[src/core/pwg_pkg.sv]
// Constants for the peripheral write-protection controller
package pwg_pkg;
   localparam int unsigned PWG_DATA_W = 32;
   localparam int unsigned PWG_ADDR_W = 8;
   localparam logic [7:0] PWG_OFF_CLR = 8'h00;
   localparam logic [7:0] PWG_OFF_SET = 8'h04;
   localparam logic [31:0] PWG_PROT_RESET = 32'h0000_0000;
   // Implemented protect bits of the first instance: bits 6..1
   localparam logic [31:0] PWG_IMPL_MASK0 = 32'h0000_007e;
   localparam int unsigned PWG_BIT_POWER_MANAGER = 1;
   localparam int unsigned PWG_BIT_SYSTEM_CONTROL = 2;
   localparam int unsigned PWG_BIT_GENERIC_CLOCK = 3;
   localparam int unsigned PWG_BIT_WATCHDOG = 4;
   localparam int unsigned PWG_BIT_RTC = 5;
   localparam int unsigned PWG_BIT_EXT_IRQ_CTRL = 6;
   // Instances whose bus clock runs out of reset
   localparam int unsigned PWG_CLK_ON_INSTANCES = 2;
   typedef enum logic [1:0] {
      PWG_RESP_OK = 2'b00,
      PWG_RESP_ERR = 2'b01
   } pwg_resp_type;
endpackage : pwg_pkg

[src/core/pwg_periph_access_guard.sv]
// Peripheral write-protection controller for one peripheral bridge
// Operation
// - One controller per bridge guards writes to every peripheral on it.
// - Bus clock on at reset for instances 0 and 1, off for instance 2.
// - Keeps working in any sleep mode while its clock runs.
// - Debugger writes bypass write protection entirely.
// - Writing one in clear view clears protect bit in both views.
// - Writing one in set view sets protect bit in both views.
// - Both views read back the same protect vector.
// - Write to protected peripheral is dropped and answered with an error.
// - Setting an already set protect bit answers an error.
// - Clearing an already clear protect bit answers an error.
// - Zero bits written leave protection unchanged.
// - Byte, halfword and word accesses, with lanes selected by the strobes at the word offsets 0x00 and 0x04 only.
// - First instance bits 6..1 guard irq, rtc, watchdog, clock, system control, power.
module pwg_periph_access_guard
   import pwg_pkg::*;
#(
   parameter int unsigned INSTANCE = 0,
   parameter logic [31:0] IMPL_MASK = PWG_IMPL_MASK0,
   parameter int unsigned IDX_W = 5
)
(
   // Clock and reset
   input wire logic i_sys_clk,
   input wire logic i_reset_n,
   // Power manager control of the guard bus clock
   input wire logic i_bus_clk_on,
   input wire logic i_bus_clk_off,
   output logic o_guard_bus_clock_q,
   // Peripheral bus register port
   input wire logic i_psel,
   input wire logic i_penable,
   input wire logic i_pwrite,
   input wire logic [PWG_ADDR_W-1:0] i_paddr,
   input wire logic [PWG_DATA_W-1:0] i_pwdata,
   input wire logic [3:0] i_pstrb,
   output logic [PWG_DATA_W-1:0] o_prdata_q,
   output logic o_pready_q,
   output logic o_pslverr_q,
   // Guarded peripheral write check
   input wire logic i_pw_valid,
   input wire logic [IDX_W-1:0] i_pw_index,
   input wire logic i_pw_debug,
   output logic o_pw_allow_q,
   output logic o_pw_err_q,
   // Protect vector
   output logic [PWG_DATA_W-1:0] o_protect_q
);
   // Third instance starts gated until the power manager opens it
   localparam logic CLK_RESET = (INSTANCE < PWG_CLK_ON_INSTANCES) ? 1'b1 : 1'b0;

   // Stored vector and decode wires
   logic [PWG_DATA_W-1:0] prot_q;
   logic [PWG_DATA_W-1:0] prot_d;
   logic [PWG_DATA_W-1:0] rdata_d;
   logic [PWG_DATA_W-1:0] lane_mask;
   logic [PWG_DATA_W-1:0] wmask;
   logic clk_on_q;
   logic setup;
   logic hit_clr;
   logic hit_set;
   logic wr_clr;
   logic wr_set;
   logic dbl_err;
   logic unmapped;
   logic err_d;
   logic blocked;
   logic rd_view;

   // Request decode; no answer while the bus clock is gated off
   assign setup = i_psel & ~i_penable & ~o_pready_q & clk_on_q;
   assign hit_clr = (i_paddr == PWG_OFF_CLR);
   assign hit_set = (i_paddr == PWG_OFF_SET);
   assign unmapped = setup & ~hit_clr & ~hit_set;
   // Byte lanes allow 8-, 16- and 32-bit writes
   assign lane_mask = {{8{i_pstrb[3]}}, {8{i_pstrb[2]}}, {8{i_pstrb[1]}}, {8{i_pstrb[0]}}};
   assign wmask = i_pwdata & lane_mask & IMPL_MASK;
   // Writes act only in the setup cycle, so each transfer counts once
   assign wr_clr = setup & i_pwrite & hit_clr;
   assign wr_set = setup & i_pwrite & hit_set;

   // Double protect or unprotect is a program-flow fault
   assign dbl_err = (wr_set & |(wmask & prot_q)) |
                    (wr_clr & |(wmask & ~prot_q));
   // Unmapped offsets answer an error and change nothing
   assign err_d = dbl_err | unmapped;

   // Set and clear views act on the one stored vector
   assign prot_d = wr_set ? (prot_q | wmask) :
                   wr_clr ? (prot_q & ~wmask) :
                   prot_q;
   // Both views read the same vector
   assign rd_view = setup & ~i_pwrite & (hit_clr | hit_set);
   assign rdata_d = rd_view ? prot_q : '0;

   // Debugger bypasses the check; protected writes are refused
   // A change and a check in one cycle: the check sees the old vector
   assign blocked = i_pw_valid & ~i_pw_debug & prot_q[i_pw_index];

   // Protect bits of every peripheral on this bridge
   always_ff @(posedge i_sys_clk or negedge i_reset_n)
   begin
      if (!i_reset_n)
      begin
         prot_q <= PWG_PROT_RESET & IMPL_MASK;
      end
      else
      begin
         prot_q <= prot_d;
      end
   end

   // Bus clock gate, reset value depends on the instance
   always_ff @(posedge i_sys_clk or negedge i_reset_n)
   begin
      if (!i_reset_n)
      begin
         clk_on_q <= CLK_RESET;
      end
      else if (i_bus_clk_on)
      begin
         clk_on_q <= 1'b1;
      end
      else if (i_bus_clk_off)
      begin
         clk_on_q <= 1'b0;
      end
   end

   // Bus answer, registered into the access cycle
   always_ff @(posedge i_sys_clk or negedge i_reset_n)
   begin
      if (!i_reset_n)
      begin
         o_pready_q <= 1'b0;
         o_pslverr_q <= 1'b0;
         o_prdata_q <= '0;
      end
      else
      begin
         o_pready_q <= setup;
         o_pslverr_q <= err_d;
         o_prdata_q <= rdata_d;
      end
   end

   // Peripheral check needs no sleep gating: it runs with the clock
   always_ff @(posedge i_sys_clk or negedge i_reset_n)
   begin
      if (!i_reset_n)
      begin
         o_pw_allow_q <= 1'b0;
         o_pw_err_q <= 1'b0;
      end
      else
      begin
         o_pw_allow_q <= i_pw_valid & ~blocked;
         o_pw_err_q <= blocked;
      end
   end

   // Outputs come straight from their flops
   assign o_guard_bus_clock_q = clk_on_q;
   assign o_protect_q = prot_q;
endmodule // pwg_periph_access_guard

[config.mk]
export PLATFORM = sky130hd
export DESIGN_NAME = pwg_periph_access_guard
export DESIGN_NICKNAME = d
export VERILOG_FILES = /design/src/core/pwg_pkg.sv /design/src/core/pwg_periph_access_guard.sv
export SDC_FILE = /design/constraint.sdc
export NUM_CORES = 1
export LEC_CHECK = 0
export BUFFER_PORTS_ARGS = -buffer_cell sky130_fd_sc_hd__buf_2
export CAP_MARGIN = 20
export CORE_AREA = 2 2 60 62
export DETAILED_ROUTE_END_ITERATION = 12
export DIE_AREA = 0 0 62 64
export PLACE_DENSITY = 0.84
export SYNTH_ARGS = -nofsm -noshare
export SYNTH_HDL_FRONTEND = slang
export SYNTH_SLANG_ARGS = --single-unit
[constraint.sdc]
create_clock -name i_sys_clk -period 4.9 [get_ports i_sys_clk]
set_clock_uncertainty 0.1 [all_clocks]
set_input_delay 0 -clock i_sys_clk [delete_from_list [all_inputs] [get_ports i_sys_clk]]
set_output_delay 0 -clock i_sys_clk [all_outputs]
set_load 0.02 [all_outputs]
==> results.sh, run 1 <==
export IMPL_status="finished, final reports clean"
export IMPL_fin_crit_sh=0.494
export IMPL_grt_max_degree=18
export IMPL_synth_compound_area_frac=0.0519
export IMPL_grt_antenna_before_repair=0
export IMPL_yosysSeqAreaShare=0.347
export IMPL_crit_fanout=7
export IMPL_peakVddDrop_v=0.0000718
export IMPL_grt_pass1_wl_mm=3.61
export IMPL_mostFrequentLayoutCells="conb_1, buf_2, dlygate4sd3_1, dfrtp_1"
export IMPL_final_max_slew_violation_count=0
export IMPL_synthXorXnorAreaFrac=0
export IMPL_gp_congestion=0.701
export IMPL_fmax_ghz=0.413
export IMPL_layout_setup_ws_ps=2480
export IMPL_cp_data_arrival_time_ps=2490
export IMPL_setup_viol=0
export IMPL_setup_tns_ps=0
export IMPL_synth_yosys_warnings=0
export IMPL_via_count=947
export IMPL_dp_hpwl_mm=1.65
export IMPL_drive_gt1_frac=0.323
export IMPL_rows=21
export IMPL_vias_per_cell=3.93
export IMPL_path_class="register to register"
export IMPL_drc_errors=0
export IMPL_synth_top_flop_cell="dfrtp_1"
export IMPL_wl_per_cell_um=10.1
export IMPL_ys_ff_latch=17
export IMPL_path_clk_slew_ps=90
export IMPL_grt_pass1_vias=827
export IMPL_drt_pre_antenna_iters=4
export IMPL_tritoncts="done"
export IMPL_synth_enable_flop_cells=0
export IMPL_final_common_cell="conb_1"
export IMPL_synth_cell_types=31
export IMPL_gr_total_overflow=0
export IMPL_cp_end_kind="register"
export IMPL_first_iter_violations=55
export IMPL_p_total_w=0.000291
export IMPL_max_cap_viol_count=0
export IMPL_power_density_nw_per_um2=185
export IMPL_synth_top_family_by_area="buffers and inverters"
export IMPL_grtUsageTotal=0.118
export IMPL_worstPathRequired_ps=4970
export IMPL_drt_wl_total_mm=2.44
export IMPL_synth_simple_area_share=0.166
export IMPL_start_kind="register"
export IMPL_coreArea_um2=3280
export IMPL_root_buffer="clkbuf_4"
export IMPL_fin_crit_ps=2420
export IMPL_syn_to_final_growth_pct=28.4
export IMPL_rsz0062_at_grt="no"
export IMPL_muxShareOfSynthArea=0.0905
export IMPL_n_antenna_cell=0
export IMPL_synth_avg_cell_area_um2=10.0
export IMPL_numCtsBuffers=3
export IMPL_postSynth_asyncResetShare=1.00
export IMPL_die_height_um=64
export IMPL_dieArea_um2=3970
export IMPL_clk_insertion_delay_late_ps=280
export IMPL_hold_viol=0
export IMPL_hp_class="primary input to register"
export IMPL_leakagePower_nw=0.914
export IMPL_numPortBuffers=45
export IMPL_cts_buffer_depth=2
export IMPL_final_nets=254
export IMPL_fp_dieW_um=62
export IMPL_drtAntennaViolNets=0
export IMPL_cts_sinks=17
export IMPL_htreeDepth=1
export IMPL_hold_buffers=25
export IMPL_cts_setup_buffers=0
export IMPL_cts_resized=0
export IMPL_start_util=0.374
export IMPL_io_pins=127
export IMPL_synth_adder_area_share=0
export IMPL_syn_cell_area_um2=1230
export IMPL_netlist_instances=123
export IMPL_post_place_ws_ps=3080
==> power by group <==
| part | leakage (nW) | internal [W] | switching [W] |
|---|---|---|---|
| logic | 0.668 | 0.0000232 | 0.0000537 |
| clock network | 0.0150 | 0.0000316 | 0.0000391 |
| registers | 0.231 | 0.000143 | 0.00000107 |
| total | 0.914 | 0.000198 | 0.0000939 |
==> worst max-delay path: stages (launching register included) <==
cell and delay [ps]:
dfstp_2 540, and4bb_1 260, and4_1 430, nand2_2 100, mux2_4 300, dlygate4sd3_1 570
==> per-layer routing <==
layer  vias to the layer above  part of all wire  track usage
met2                        66              0.55        0.227
met3                         2             0.097       0.0182
met4                         0            0.0033       0.0319
li1                        446                 -            -
met1                       433              0.35        0.125
met5                         -                 0            0
==> logic make-up (layout without fill, tap and decap cells) <==
| group | after synthesis | in the layout |
|---|---|---|
| buf+inv | 58 | 79 |
| simple gates | 31 | 31 |
| flops | 17 | 17 |
| compound gates | 8 | 8 |
| mux | 8 | 8 |
| other cells | 1 | 52 |
==> final timing paths <==
kind,startpoint,endpoint,slack [ps],depth (start not counted)
setup / recovery,o_guard_bus_clock_q$_DFFE_PN1P_,register,2480,5
hold / removal,i_paddr[2],o_pslverr_q$_DFF_PN0_,40,3
setup reg to reg,o_guard_bus_clock_q$_DFFE_PN1P_,register,2480,5
hold reg to reg,register,o_prdata_q[3]$_DFF_PN0_,500,1
max in group asynchronous,i_reset_n,o_guard_bus_clock_q$_DFFE_PN1P_,4340,2
min in group asynchronous,i_reset_n,asynchronous set/reset pin,60,2
==> per-stage QoR <==
| step | hold WS [ps] | utilization | cells | cell area, µm² |
|---|---|---|---|---|
| after floorplan | -396 | - | 174 | 1420 |
| after global placement | -173 | 0.397 | 212 | 1300 |
| after detailed placement | -174 | 0.397 | 212 | 1300 |
| after CTS | 20.9 | 0.481 | 241 | 1580 |
| after global routing | 42.7 | 0.481 | 241 | 1580 |
| final | 44.1 | 0.481 | 241 | 1580 |
==> synthesized netlist by cell type, types with 2 or more instances <==
master	instances	area, µm²
buf_4	52	390
nand2_2	6	37.5
mux2_4	6	90.1
nor2b_1	3	18.8
nand2_1	5	18.8
dfrtp_1	16	400
and2_1	6	37.5
o221ai_1	2	17.5
inv_1	5	18.8
==> layout make-up <==
| type | count | area (µm²) |
|---|---|---|
| fillers | 304 | 1710 |
| multi-input cells | 99 | 574 |
| repair buffers | 70 | 475 |
| flip-flops and latches | 17 | 427 |
| well taps | 46 | 57.6 |
| clock buffers | 4 | 26.3 |
| inverters | 5 | 18.8 |
Note: power is estimated with default switching activity, not from simulation.
==> run 2, diff against run 1 <==
- CORE_AREA: 2 2 60 62 -> 2 2 63 65
- DIE_AREA: 0 0 62 64 -> 0 0 65 67
- PLACE_DENSITY: 0.84 -> 0.77
- clock period: 4.9 -> 2.5 ns (I/O delays scaled with it)
==> run 2 against run 1 <==
Compared with the run above: final cell count decreased by 4.6%; register-to-register slack lost 1800 ps; sequential share of layout area rose by 2.0 points; setup slack got worse by 1800 ps; count of clock-buffer cells in the layout unchanged; hold slack got worse by 41 ps; sequential power increased by 97%; largest power group unchanged.
==> results.sh, run 2 (synthesis gave the netlist of run 1 again) <==
export IMPL_path_clk_slew_ps=60
export IMPL_grt_antenna_before_repair=0
export IMPL_rows=22
export IMPL_status="finished, final reports clean"
export IMPL_peakVddDrop_v=0.000132
export IMPL_numPortBuffers=45
export IMPL_vias_per_cell=3.84
export IMPL_grt_pass1_wl_mm=3.11
export IMPL_final_common_cell="conb_1"
export IMPL_grtUsageTotal=0.0913
export IMPL_via_count=884
export IMPL_p_comb_frac=0.231
export IMPL_tritoncts="done"
export IMPL_setup_tns_ps=0
export IMPL_worstPathRequired_ps=2530
export IMPL_cts_buffer_depth=2
export IMPL_first_iter_violations=39
export IMPL_pwr_share_seq=0.457
export IMPL_power_density_nw_per_um2=421
export IMPL_fmax_ghz=0.539
export IMPL_drive_gt1_frac=0.346
export IMPL_leakagePower_nw=0.846
export IMPL_path_class="register to register"
export IMPL_fin_crit_sh=0.742
export IMPL_clk_insertion_delay_late_ps=240
export IMPL_setup_viol=0
export IMPL_gp_congestion=0.662
export IMPL_slowest_delay_ps=530
export IMPL_root_buffer="clkbuf_8"
export IMPL_crit_chain="and4bb_1, and4_1, nand2_2, mux2_4"
export IMPL_cts_sinks=17
export IMPL_critical_path_slowest_cell="dfstp_2"
export IMPL_cp_end_kind="register"
export IMPL_fp_dieW_um=65
export IMPL_drt_wl_total_mm=2.15
export IMPL_hold_viol=0
export IMPL_power_share_clock=0.312
export IMPL_drt_pre_antenna_iters=4
export IMPL_grt_pass1_vias=747
export IMPL_crit_fanout=7
export IMPL_hp_class="primary input to register"
export IMPL_start_kind="register"
export IMPL_drc_errors=0
export IMPL_syn_to_final_growth_pct=19.5
export IMPL_gr_total_overflow=0
export IMPL_rsz0062_at_grt="no"
export IMPL_mostFrequentLayoutCells="conb_1, buf_2, dfrtp_1, dlygate4sd3_1"
export IMPL_htreeDepth=1
export IMPL_cp_data_arrival_time_ps=1880
export IMPL_power_switching_w=0.000185
export IMPL_fin_crit_ps=1860
export IMPL_start_util=0.341
export IMPL_wl_per_cell_um=9.36
export IMPL_n_antenna_cell=0
export IMPL_final_nets=241
export IMPL_dieArea_um2=4360
export IMPL_dp_hpwl_mm=1.63
export IMPL_die_height_um=67
export IMPL_grt_max_degree=18
export IMPL_numCtsBuffers=3
export IMPL_p_sw_frac=0.300
export IMPL_p_total_w=0.000618
export IMPL_internal_power_w=0.000433
export IMPL_coreArea_um2=3610
export IMPL_drtAntennaViolNets=0
export IMPL_final_max_slew_violation_count=0
export IMPL_io_pins=127
export IMPL_final_util=0.408
export IMPL_max_cap_viol_count=0
-- run 2: final timing paths --
check                                                     start                         endpoint  slack, ps  cells after the start
worst max-delay path            o_guard_bus_clock_q$_DFFE_PN1P_                         register        640                      4
worst min-delay path                                 i_paddr[6]            o_pslverr_q$_DFF_PN0_          3                      5
worst max register to register  o_guard_bus_clock_q$_DFFE_PN1P_                         register        640                      4
worst min register to register                         register          o_prdata_q[1]$_DFF_PN0_        490                      1
max in group asynchronous                             i_reset_n  o_guard_bus_clock_q$_DFFE_PN1P_       1900                      2
min in group asynchronous                             i_reset_n             o_pready_q$_DFF_PN0_        100                      2
-- run 2: what timing repair did --
item                                   in CTS  in global routing
hold buffers                               11                  1
resized for setup                           0                  0
endpoints found under the hold margin      30                  1
setup buffers                               0                  0
-- run 2: stage by stage --
step | cell area (µm²) | instances | hold WS [ps] | setup slack, ps
final | 1470 | 230 | 3.31 | 644
after detailed placement | 1310 | 214 | -171 | 672
after floorplan | 1420 | 174 | -396 | 813
after CTS | 1460 | 229 | 3.95 | 648
after global routing | 1470 | 230 | 6.32 | 544
after global placement | 1310 | 214 | -170 | 692
-- run 2: layer usage --
| metal | GRT usage | up-vias | share of wire |
|---|---|---|---|
| met3 | 0.0152 | 2 | 0.11 |
| met2 | 0.193 | 62 | 0.54 |
| li1 | - | 420 | - |
| met5 | 0 | - | 0 |
| met4 | 0.0319 | 0 | 0.0023 |
| met1 | 0.0858 | 400 | 0.35 |
-- run 2: worst max-delay path: cells and delay by family (launching register included) --
family / cells / cell delay [ps]
DFF: 1 / 530
muxes: 1 / 310
and+or+nand+nor: 3 / 790
-- run 2: power groups by stage --
stage / Sequential (W) / Combinational, W / Clock [W]
global placement: 0.000287 / 0.000125 / 0
CTS: 0.000282 / 0.000140 / 0.000200
finish: 0.000283 / 0.000143 / 0.000193
global route: 0.000283 / 0.000154 / 0.000216
floorplan: 0.000293 / 0.000144 / 0
detailed placement: 0.000287 / 0.000127 / 0
-- run 2: final cells by class --
cell class | instances | area [µm²]
fillers | 357 | 2140
multi-input cells | 99 | 574
flip-flops and latches | 17 | 427
repair buffers | 57 | 345
well taps | 48 | 60.1
clock buffers | 4 | 45.0
inverters | 5 | 18.8
==> run 3, diff against run 2 <==
- CORE_AREA: 2 2 63 65 -> 2 2 65 67
- DIE_AREA: 0 0 65 67 -> 0 0 67 69
- PLACE_DENSITY: 0.77 -> 0.76
- clock period: 2.5 -> 1.7 ns (I/O delays scaled with it)
==> run 3 against run 2 <==
Compared with the run above: clock power rose by 52%; largest cell class unchanged; sequential share of layout area decreased by 0.60 points; total power increased by 49%; sequential cell count is the same; first-iteration DRC count is 26% higher; largest power group unchanged; global-route usage is 1.3 points lower; maximum frequency grew 12%.
==> results.sh, run 3 (synthesis gave the netlist of run 1 again) <==
export IMPL_status="finished, final reports clean"
export IMPL_grtUsageTotal=0.0782
export IMPL_first_iter_violations=49
export IMPL_grt_pass1_wl_mm=2.86
export IMPL_max_cap_viol_count=0
export IMPL_final_max_slew_violation_count=0
export IMPL_worstPathRequired_ps=1740
export IMPL_cts_buffer_depth=2
export IMPL_fin_crit_ps=1660
export IMPL_start_kind="register"
export IMPL_fp_dieW_um=67
export IMPL_setup_viol=0
export IMPL_hold_viol=0
export IMPL_wl_per_cell_um=9.03
export IMPL_final_common_cell="conb_1"
export IMPL_grt_antenna_before_repair=0
export IMPL_root_buffer="clkbuf_8"
export IMPL_critical_path_slowest_cell="dfstp_2"
export IMPL_cts_sinks=17
export IMPL_numPortBuffers=45
export IMPL_n_antenna_cell=0
export IMPL_syn_to_final_growth_pct=22.1
export IMPL_rsz0062_at_grt="yes"
export IMPL_hold_ws_ps=8.78
export IMPL_io_pins=127
export IMPL_clk_insertion_delay_late_ps=250
export IMPL_peakVddDrop_v=0.000207
export IMPL_fmax_ghz=0.601
export IMPL_drt_pre_antenna_iters=4
export IMPL_drtAntennaViolNets=0
export IMPL_grt_pass1_vias=711
export IMPL_via_count=903
export IMPL_gr_total_overflow=0
export IMPL_dp_hpwl_mm=1.74
export IMPL_crit_chain="and4bb_2, and4_1, buf_6, nand2_2, mux2_4"
export IMPL_p_total_w=0.000923
export IMPL_vias_per_cell=3.84
export IMPL_slowest_delay_ps=530
export IMPL_leakagePower_nw=0.860
export IMPL_path_class="register to register"
export IMPL_tritoncts="done"
export IMPL_gp_congestion=0.701
export IMPL_final_nets=244
export IMPL_coreArea_um2=3910
export IMPL_grt_max_degree=18
export IMPL_rrSetupSlack_ps=40
export IMPL_fin_crit_sh=0.978
export IMPL_mostFrequentLayoutCells="conb_1, buf_2, dfrtp_1, dlygate4sd3_1"
export IMPL_cp_end_kind="register"
export IMPL_crit_fanout=7
export IMPL_start_util=0.314
export IMPL_numCtsBuffers=3
export IMPL_hp_class="primary input to register"
export IMPL_die_height_um=69
export IMPL_cp_data_arrival_time_ps=1700
export IMPL_power_density_nw_per_um2=615
export IMPL_rows=23
export IMPL_drt_wl_total_mm=2.12
export IMPL_htreeDepth=1
export IMPL_drc_errors=0
export IMPL_dieArea_um2=4620
export IMPL_path_clk_slew_ps=60
export IMPL_drive_gt1_frac=0.357
==> run 3: per-stage QoR <==
step | setup WS (ps) | util | std cells | TNS, ps | cell area (µm²)
6_report | 36.8 | 0.384 | 235 | 0 | 1500
4_1_cts | 14.3 | 0.384 | 235 | 0 | 1500
5_1_grt | -17.8 | 0.384 | 235 | -75.0 | 1500
3_3_place_gp | -2.16 | 0.336 | 217 | -10.1 | 1320
3_5_place_dp | -16.2 | 0.336 | 217 | -55.9 | 1320
2_1_floorplan | 13.1 | - | 174 | 0 | 1420
==> run 3: routing by layer <==
metal | global-route usage | part of all wire
met1 | 0.0690 | 0.36
met2 | 0.156 | 0.49
met3 | 0.0147 | 0.13
met4 | 0.0408 | 0.016
met5 | 0 | 0
==> run 3: final cells by class <==
type                    count  area (µm²)
clock buffers               4        45.0
fillers                   415        2410
multi-input cells          99         574
flip-flops and latches     17         427
repair buffers             60         374
inverters                   5        18.8
well taps                  50        62.6
==> run 3: final timing paths <==
| kind | startpoint | endpoint | cells past startpoint |
|---|---|---|---|
| min in group asynchronous | i_reset_n | asynchronous set/reset pin | 2 |
| min | i_pwdata[2] | register | 3 |
| min reg2reg | register | o_prdata_q[1]$_DFF_PN0_ | 1 |
| max reg2reg | o_guard_bus_clock_q$_DFFE_PN1P_ | register | 5 |
| max | o_guard_bus_clock_q$_DFFE_PN1P_ | register | 5 |
| max in group asynchronous | i_reset_n | o_guard_bus_clock_q$_DFFE_PN1P_ | 2 |
==> run 3: repair_timing <==
item / CTS / global route
setup buffers: 1 / 0
setup endpoints to repair: 6 / 6
hold buffers: 13 / 0
pin swaps: 1 / 7
hold endpoints to repair: 31 / 0
resized for setup: 2 / 0
==> run 3: worst max-delay path, delay by kind of cell, from the launching register on <==
kind                   cells  cell delay [ps]
buffers and inverters      1              140
DFF                        1              530
muxes                      1              290
and+or+nand+nor            3              490
==> run 3: power by group <==
group,switching (W),total (W),internal (W)
Sequential,0.00000331,0.000416,0.000412
Clock,0.000128,0.000294,0.000166
Combinational,0.000152,0.000213,0.0000615
Total,0.000283,0.000923,0.000640
